## src/verilog/uart_status_params.svh

```systemverilog
`ifndef UART_STATUS_PARAMS_SVH
`define UART_STATUS_PARAMS_SVH
// status bit positions
`define STS_TXE_BIT  3'd7
`define STS_RXF_BIT  3'd6
`define STS_OVR_BIT  3'd5
`define STS_FRM_BIT  3'd4
`define STS_PAR_BIT  3'd3
`define STS_TXC_BIT  3'd2
`define STS_RMP_BIT  3'd1
`define STS_TMP_BIT  3'd0
// status reset value
`define STS_RESET    8'h84
// word offsets on the register bus
`define ADR_STATUS   4'h0
`define ADR_CONTROL  4'h1
`define ADR_TXDATA   4'h2
`define ADR_RXDATA   4'h3
// control bit positions
`define CTL_TXON_BIT 3'd0
`define CTL_RXON_BIT 3'd1
`define CTL_PODD_BIT 3'd2
`define CTL_SYNC_BIT 3'd3
`define CTL_MP_BIT   3'd4
`define CTL_STBY_BIT 3'd5
`endif

```

## src/verilog/uart_status_pkg.sv

```systemverilog
package uart_status_pkg;
  typedef logic [7:0] byte_t;
  typedef logic [3:0] wb_adr_t;
endpackage

```

## src/verilog/status_evt_if.sv

```systemverilog
`timescale 1ns/100ps
// events from the datapath into the flag logic
interface status_evt_if;
  logic tx_load;    // holding reg moved into shifter
  logic tx_last;    // last bit of character sent
  logic rx_done;    // character assembled
  logic rx_stop;    // first stop bit sample
  logic rx_par;     // received parity bit
  logic [7:0] rx_data;
  logic rx_mpb;
  modport src (output tx_load, tx_last, rx_done, rx_stop, rx_par, rx_data, rx_mpb);
  modport dst (input  tx_load, tx_last, rx_done, rx_stop, rx_par, rx_data, rx_mpb);
endinterface

```

## src/verilog/uart_status_flags.sv

```systemverilog
// What this block does
// - status byte bit order txe..tmp
// - reset and standby load 0x84
// - writing one never sets error flags
// - zero clears only after reading one
// - tx data write clears tx_buffer_empty
// - tx_on off or shifter load sets it
// - clean reception sets rx_buffer_full
// - rx data read clears rx_buffer_full
// - errors or rx_on off keep rx state
// - completion while full sets overrun
// - overrun discards the new data byte; rx_mp still takes its bit
// - overrun stops reception, sync transmit too
// - stop bit zero sets framing fault
// - framing error stores data, not full
// - framing fault halts reception, sync both
// - parity mismatch sets parity fault
// - parity error stores data, halts reception
// - rx_on off keeps error flags
// - tx_complete sets on tx_on off/end while tx_buffer_empty
// - tx_complete clears with tx_buffer_empty
// - tx_complete, rx_mp read only; tx_mp r/w
// - tx_on low holds tx_buffer_empty high
// - rx_multiproc_bit captures received bit
// - tx_multiproc_bit drives transmitted bit
//
// The Wishbone slave port and the register offsets were decided locally.
`timescale 1ns/100ps
`include "uart_status_params.svh"
module uart_status_flags (
  // clock and reset
  input  wire logic                    clk_i,
  input  wire logic                    rst_i,
  // wishbone slave
  input  wire logic                    cyc_i,
  input  wire logic                    stb_i,
  input  wire logic                    we_i,
  input  wire uart_status_pkg::wb_adr_t adr_i,
  input  wire logic [3:0]              sel_i,
  input  wire logic [31:0]             dat_i,
  output logic      [31:0]             dat_o,
  output logic                         ack_o,
  // line side events from the shifters
  input  wire logic                    tx_load_i,
  input  wire logic                    tx_last_i,
  input  wire logic                    rx_done_i,
  input  wire logic                    rx_stop_i,
  input  wire logic                    rx_par_i,
  input  wire logic                    rx_mpb_i,
  input  wire logic [7:0]              rx_data_i,
  // to the shifters
  output logic [7:0]                   tx_data_o,
  output logic                         tx_mpb_o,
  output logic                         tx_run_o,
  output logic                         rx_run_o
);
  import uart_status_pkg::*;

  status_evt_if ev ();
  logic [13:0] sync_q;

  // every line pin is resampled together, so the character fields stay
  // aligned with the rx_done pulse that qualifies them
  line_sync #(.W(14)) u_sync (
    .clk_i (clk_i),
    .rst_i (rst_i),
    .d_i   ({tx_load_i, tx_last_i, rx_done_i, rx_stop_i, rx_par_i, rx_mpb_i, rx_data_i}),
    .q_o   (sync_q)
  );
  assign ev.tx_load  = sync_q[13];
  assign ev.tx_last  = sync_q[12];
  assign ev.rx_done  = sync_q[11];
  assign ev.rx_stop  = sync_q[10];
  assign ev.rx_par   = sync_q[9];
  assign ev.rx_mpb   = sync_q[8];
  assign ev.rx_data  = sync_q[7:0];

  function automatic logic hit(input wb_adr_t a, input wb_adr_t r);
    hit = (a == r);
  endfunction

  // register state
  byte_t       sts_q, sts_d;
  byte_t       rd_seen_q, rd_seen_d;   // flags read as one since last clear
  byte_t       ctl_q, ctl_d;
  byte_t       txd_q, txd_d;
  byte_t       rxd_q, rxd_d;
  logic [31:0] dat_q, dat_d;
  logic        ack_q, ack_d;
  logic        stby_q, stby_d;

  logic req, wr, rd, wlane;
  logic tx_on, rx_on, sync_md, mp_md, podd, stby;
  logic rx_halt, rx_ok, par_bad, frm_bad;

  always_comb begin
    req   = cyc_i & stb_i & ~ack_q;
    wr    = req & we_i;
    rd    = req & ~we_i;
    wlane = sel_i[0];
    tx_on   = ctl_q[`CTL_TXON_BIT];
    rx_on   = ctl_q[`CTL_RXON_BIT];
    podd    = ctl_q[`CTL_PODD_BIT];
    sync_md = ctl_q[`CTL_SYNC_BIT];
    mp_md   = ctl_q[`CTL_MP_BIT];
    stby    = ctl_q[`CTL_STBY_BIT];
    // any error flag blocks reception
    rx_halt = sts_q[`STS_OVR_BIT] | sts_q[`STS_FRM_BIT] | sts_q[`STS_PAR_BIT];
    rx_ok   = ev.rx_done & rx_on & ~rx_halt;
    frm_bad = ~sync_md & ~ev.rx_stop;
    par_bad = ~sync_md & ~mp_md & ((^ev.rx_data) ^ ev.rx_par ^ podd);
  end

  // bus, control and data registers
  always_comb begin
    ack_d  = req;
    dat_d  = dat_q;
    ctl_d  = ctl_q;
    txd_d  = txd_q;
    stby_d = stby;
    if (rd) begin
      dat_d = 32'h0;
      if (hit(adr_i, `ADR_STATUS))  dat_d[7:0] = sts_q;
      if (hit(adr_i, `ADR_CONTROL)) dat_d[7:0] = ctl_q;
      if (hit(adr_i, `ADR_TXDATA))  dat_d[7:0] = txd_q;
      if (hit(adr_i, `ADR_RXDATA))  dat_d[7:0] = rxd_q;
    end
    if (wr && wlane && hit(adr_i, `ADR_CONTROL)) ctl_d = dat_i[7:0];
    if (wr && wlane && hit(adr_i, `ADR_TXDATA) && tx_on) txd_d = dat_i[7:0];
  end

  // status flags
  always_comb begin
    byte_t w;
    logic  txe_clr, txe_set, txwr;
    w = dat_i[7:0];
    sts_d     = sts_q;
    rd_seen_d = rd_seen_q;
    rxd_d     = rxd_q;
    txwr = wr & wlane & hit(adr_i, `ADR_TXDATA) & tx_on;
    // remember which flags software has seen set
    if (rd && hit(adr_i, `ADR_STATUS)) rd_seen_d = rd_seen_q | sts_q;
    if (wr && wlane && hit(adr_i, `ADR_STATUS)) begin
      // ones are ignored except tmp, which takes the written bit; zeros clear only what was seen
      for (int b = 3; b < 8; b++) begin
        if (!w[b] && rd_seen_q[b]) begin
          sts_d[b]     = 1'b0;
          rd_seen_d[b] = 1'b0;
        end
      end
      sts_d[`STS_TMP_BIT] = w[`STS_TMP_BIT];
    end
    txe_clr = (sts_q[`STS_TXE_BIT] & ~sts_d[`STS_TXE_BIT]) | txwr;
    if (txwr) sts_d[`STS_TXE_BIT] = 1'b0;
    if (txe_clr) sts_d[`STS_TXC_BIT] = 1'b0;
    if (rd && hit(adr_i, `ADR_RXDATA)) sts_d[`STS_RXF_BIT] = 1'b0;
    // hardware sets land last so they win
    txe_set = ~tx_on | ev.tx_load;
    if (txe_set) sts_d[`STS_TXE_BIT] = 1'b1;
    if (~tx_on | (ev.tx_last & sts_q[`STS_TXE_BIT])) sts_d[`STS_TXC_BIT] = 1'b1;
    if (rx_ok) begin
      if (mp_md && !sync_md) sts_d[`STS_RMP_BIT] = ev.rx_mpb;
      if (sts_q[`STS_RXF_BIT]) begin
        sts_d[`STS_OVR_BIT] = 1'b1;
      end else if (frm_bad || par_bad) begin
        rxd_d = ev.rx_data;
        if (frm_bad) sts_d[`STS_FRM_BIT] = 1'b1;
        if (par_bad) sts_d[`STS_PAR_BIT] = 1'b1;
      end else begin
        rxd_d = ev.rx_data;
        sts_d[`STS_RXF_BIT] = 1'b1;
      end
    end
    // rx_on low touches nothing here
    if (stby) begin
      sts_d     = `STS_RESET;
      rd_seen_d = 8'h00;
    end
  end

  // registers
  always_ff @(posedge clk_i) begin
    if (rst_i) begin
      sts_q     <= `STS_RESET;
      rd_seen_q <= 8'h00;
      ctl_q     <= 8'h00;
      txd_q     <= 8'h00;
      rxd_q     <= 8'h00;
      dat_q     <= 32'h0;
      ack_q     <= 1'b0;
      stby_q    <= 1'b0;
    end else begin
      sts_q     <= sts_d;
      rd_seen_q <= rd_seen_d;
      ctl_q     <= ctl_d;
      txd_q     <= txd_d;
      rxd_q     <= rxd_d;
      dat_q     <= dat_d;
      ack_q     <= ack_d;
      stby_q    <= stby_d;
    end
  end

  // shifter control outputs, registered
  logic [7:0] txo_q;
  logic       mpo_q, txr_q, rxr_q;
  always_ff @(posedge clk_i) begin
    if (rst_i) begin
      txo_q <= 8'h00;
      mpo_q <= 1'b0;
      txr_q <= 1'b0;
      rxr_q <= 1'b0;
    end else begin
      txo_q <= txd_q;
      mpo_q <= sts_q[`STS_TMP_BIT];
      // sync mode: overrun or framing fault stops transmit too
      txr_q <= tx_on & ~(sync_md & rx_halt);
      rxr_q <= rx_on & ~rx_halt;
    end
  end

  assign dat_o     = dat_q;
  assign ack_o     = ack_q;
  assign tx_data_o = txo_q;
  assign tx_mpb_o  = mpo_q;
  assign tx_run_o  = txr_q;
  assign rx_run_o  = rxr_q;
endmodule // uart_status_flags

```

## src/verilog/line_sync.sv

```systemverilog
`timescale 1ns/100ps
// two-stage synchroniser for the line event pins
module line_sync #(
  parameter int W = 12
) (
  input  wire logic         clk_i,
  input  wire logic         rst_i,
  input  wire logic [W-1:0] d_i,
  output logic      [W-1:0] q_o
);
  logic [W-1:0] s1_q, s1_d, s2_q, s2_d;

  // first stage feeds only the second
  always_comb begin
    s1_d = d_i;
    s2_d = s1_q;
  end

  always_ff @(posedge clk_i) begin
    if (rst_i) begin
      s1_q <= '0;
      s2_q <= '0;
    end else begin
      s1_q <= s1_d;
      s2_q <= s2_d;
    end
  end

  assign q_o = s2_q;
endmodule // line_sync

```

## config.mk

```make
export PLATFORM = sky130hd
export DESIGN_NAME = uart_status_flags
export DESIGN_NICKNAME = d
export VERILOG_FILES = /design/src/verilog/uart_status_pkg.sv /design/src/verilog/status_evt_if.sv /design/src/verilog/uart_status_flags.sv /design/src/verilog/line_sync.sv
export VERILOG_INCLUDE_DIRS = /design/src /design/src/verilog
export SDC_FILE = /design/constraint.sdc
export NUM_CORES = 1
export LEC_CHECK = 0
export BUFFER_PORTS_ARGS = -buffer_cell sky130_fd_sc_hd__buf_2
export CELL_PAD_IN_SITES_DETAIL_PLACEMENT = 1
export CELL_PAD_IN_SITES_GLOBAL_PLACEMENT = 2
export CORE_MARGIN = 1
export CORE_UTILIZATION = 33
export CTS_CLUSTER_SIZE = 14
export DETAILED_ROUTE_END_ITERATION = 7
export HOLD_SLACK_MARGIN = 0.1
export PLACE_DENSITY = 0.95
export SKIP_CTS_REPAIR_TIMING = 1
export SYNTH_ARGS = -nofsm -noshare
export SYNTH_HDL_FRONTEND = slang
export SYNTH_SLANG_ARGS = --single-unit
```

## constraint.sdc

```tcl
create_clock -name clk_i -period 3 [get_ports clk_i]
set_clock_uncertainty 0.15 [all_clocks]
set_input_delay 0.45 -clock clk_i [delete_from_list [all_inputs] [get_ports clk_i]]
set_output_delay 0.45 -clock clk_i [all_outputs]
set_load 0.01 [all_outputs]
```

==> summary.md <==
| Metric | Value |
|---|---|
| Core Box Area | `9819 µm²` |
| Slew at the pin closest to its max-slew limit | `0.7216 ns` |
| Setup crit end kind | `flip-flop` |
| Initial antenna violation count | `0` |
| Areal power density over the cells | `540.0 nW/µm²` |
| Number of cells produced by synthesis | `337` |
| Ys async rst share | `0%` |
| Combined area of all synthesized cells | `3366 µm²` |
| Library cell contributing the largest single delay on the critical path | `or4_4` |
| Drt initial violations | `113` |
| Path depth of the worst reg2reg path | `4` |
| Global Route Usage Sum | `16.14%` |
| Most repeated cell in the gate-level netlist after synthesis | `dfxtp_1` |
| Hold Fails Final Rpt | `0` |
| Total via count in the routed design | `2480` |
| Maximum fanout along the worst path | `11` |
| Length of the first detailed-routing pass in iterations | `6` |
| Mapped Avg Cell Area | `9.987 µm²` |
| Normalized max-slew margin | `51.90%` |
| Nets@finish | `450` |
| Top achievable clock speed | `0.4472 GHz` |
| Growth of design area from synthesis to finish | `15.95%` |
| Ports placed on the boundary | `103` |
| Port Buffers | `51` |
| Via count of the first global-routing pass | `2520` |
| H-Tree Depth | `3` |
| FF+latch area | `1702 µm²` |
| Ratio of routed vias to standard cells | `4.688` |
| Routed wirelength normalized by instance count | `14.98 µm` |
| Later-pin clock latency in the skew report | `0.37 ns` |
| Sequential fraction of the synthesis area | `50.56%` |
| Worst Hold Class | `in -> reg` |
| Post-detail-place hpwl | `5699 µm` |
| Number of flops mapped to enable cells by yosys | `0` |
| Internal | `1.532 mW` |
| Highest ir drop seen on vdd | `0.1955 mV` |
| Global placement routability congestion | `0.7948` |
| Data required time at the worst endpoint | `3.08 ns` |
| Total count of max-transition violations in the final report | `0` |
| Reg-to-reg critical path startpoint | `sts_q[5]` |
| Fraction of layout cells with a size suffix above 1 | `21.46%` |
| Synth top cells by count | `dfxtp_1, nor2_1, nor2b_1` |
| Critical path launch point type | `primary input` |
| Share of total power in combinational logic | `6.6%` |
| Area fraction of the dominant cell type after synthesis | `50.56%` |
| Area of all placed cells without fillers | `3902 µm²` |
| Part of the total power dissipated in the clock network | `38.6%` |
| Switching power of the nets | `0.5749 mW` |
| Clock edge transition at the registers on the reported setup and hold paths | `0.10 ns` |
| Aggregate global routing overflow | `0` |
| Maximum number of buffers from clock root to sink | `2` |
| Cell-by-cell listing of the critical path | `buf_2 > buf_4 > or4_4 > or3_1 > o311ai_0 > o31ai_1` |
| Drt total wl | `7927 µm` |
| Cell type with the largest total area after synthesis | `dfxtp_1` |
| # diodes | `0` |
| Count of synthesis-stage warnings from yosys | `0` |
| Buffer cell driving the clock tree root | `clkbuf_8` |
| Num rows | `36` |
| Worst slack on hold paths | `0.1343 ns` |
| Combined area of the multi-input logic cells | `1490 µm²` |
| Die Y-Extent | `103.0 µm` |
| Fin crit share | `74.54%` |
| Die width | `103.0 µm` |
| First-pass GRT wire length | `12760 µm` |
| WHS Path Cells | `2` |
| Worst Hold Launch | `rx_par_i` |
| End point of the critical path | `sts_q[3]` |
| Number of antenna-violating nets in the routed design | `0` |
| Distinct cell type count of the synthesized netlist | `43` |
| Total CTS buffers | `9` |
| Aggregate negative setup slack | `0 ns` |
| Clock sink total | `85` |
| Origin of the worst setup path | `adr_i[0]` |
| Endpoint of the lowest-slack register-to-register path | `sts_q[6]` |
| Leakage power | `1.651 nW` |
| Remaining routing DRC violations | `0` |
| Sequential share of power | `54.8%` |
| Starting density of the core | `34.28%` |
| Sw frac | `27.28%` |
| Run status | `finished clean` |
| Area enclosed by the die boundary | `10610 µm²` |
| Arrival time reported for the critical path endpoint | `2.32 ns` |
| Pin count of the biggest net entering global routing | `73` |
| Clock tree from TritonCTS | `yes` |
| Minimum period implied by the final worst setup slack | `2.236 ns` |
| Slowest cell delay on critical path | `0.54 ns` |
| Fill cell total of the finished layout | `1170` |
| Synthesized flop and latch total | `85` |
| Total power of the final layout | `2.107 mW` |
| Placed instance area | `3704 µm²` |
| Max cap viols | `0` |
| Setup violators final | `0` |
| Setup repair after global routing missed its margin | `false` |
| Top area cells in the synthesized netlist | `dfxtp_1, mux2i_1, nor2b_1` |
| Setup CP Type | `in -> reg` |
| Reg2Reg Setup Slack | `0.79 ns` |
| Predominant post-synthesis flop cell | `dfxtp_1` |
## final cells by class
type                       count  share of cell area (%)
multi-input combinational    230                   38.19
inverter                       4                  0.3847
tap                          133                   4.264
sequential                    85                   43.60
timing repair buffer          61                   8.464
clock buffer                   9                   3.174
clock inverter                 7                   1.924
## per-stage QoR
step	utilization [%]	std cells	setup slack [ns]
2_1_floorplan	-	360	0.8069
3_3_place_gp	37.72	513	0.4706
3_5_place_dp	37.72	513	0.4033
4_1_cts	39.74	529	0.7892
5_1_grt	39.74	529	0.6961
6_report	39.74	529	0.7637
## sequential cells by signal, indices dropped and copies added, names as in the netlist
name,count
txd_q,8
rx_run_o,1
tx_data_o,8
u_sync.q_o,14
rxd_q,8
dat_o,8
tx_run_o,1
ack_o,1
sts_q,8
rd_seen_q,5
u_sync.s1_q,14
ctl_q,8
tx_mpb_o,1
## layer usage
metal / wire (µm) / GRT usage, %
met1: 3674 / 20.00
met2: 3758 / 27.03
met3: 352 / 3.729
met4: 143 / 6.609
met5: 0 / 0
## worst max-delay path, delay by kind of cell
kind                   cells  cell delay (ns)
and+or+nand+nor            2             1.02
AOI/OAI and AO/OA          2             0.54
buffers and inverters      2             0.31
## power groups by stage
stage | Combinational [mW] | Sequential [mW] | Clock, mW
after floorplan | 0.110 | 1.18 | 0
after global placement | 0.133 | 1.18 | 0
after detailed placement | 0.139 | 1.18 | 0
after CTS | 0.140 | 1.15 | 0.832
after global routing | 0.154 | 1.16 | 0.894
final | 0.139 | 1.15 | 0.814
## cell usage in the layout (no fill, tap or decap), drive strengths merged, types with 3 or more instances in the layout
master	count
mux2i	26
inv	9
a21oi	14
nor2	40
o2bb2ai	5
nand2b	4
xor2	3
xnor2	5
dfxtp	85
nand3b	4
o311ai	3
nand2	6
nor3	5
buf	61
clkbuf	9
nor2b	38
o211ai	7
conb	24
nor4	4
a22oi	8
or4	4
or2	3
o21ai	7
## how the worst min path moves through the flow
stage / to
after global placement: u_sync.q_o[5]
after floorplan: sts_q[7]
final: u_sync.s1_q[9]
after CTS: u_sync.s1_q[9]
after global routing: u_sync.s1_q[10]
after detailed placement: u_sync.q_o[6]
## logic make-up after synthesis
logic type | Yosys count | share of synthesized area, %
buffers and inverters | 45 | 7.918
xor gates and xnor gates | 9 | 2.751
and+or+nand+nor | 117 | 19.22
AOI/OAI and AO/OA | 54 | 11.71
muxes | 26 | 7.732
DFF | 85 | 50.56
other | 1 | 0.1114
(Power assumes the default switching activity.)
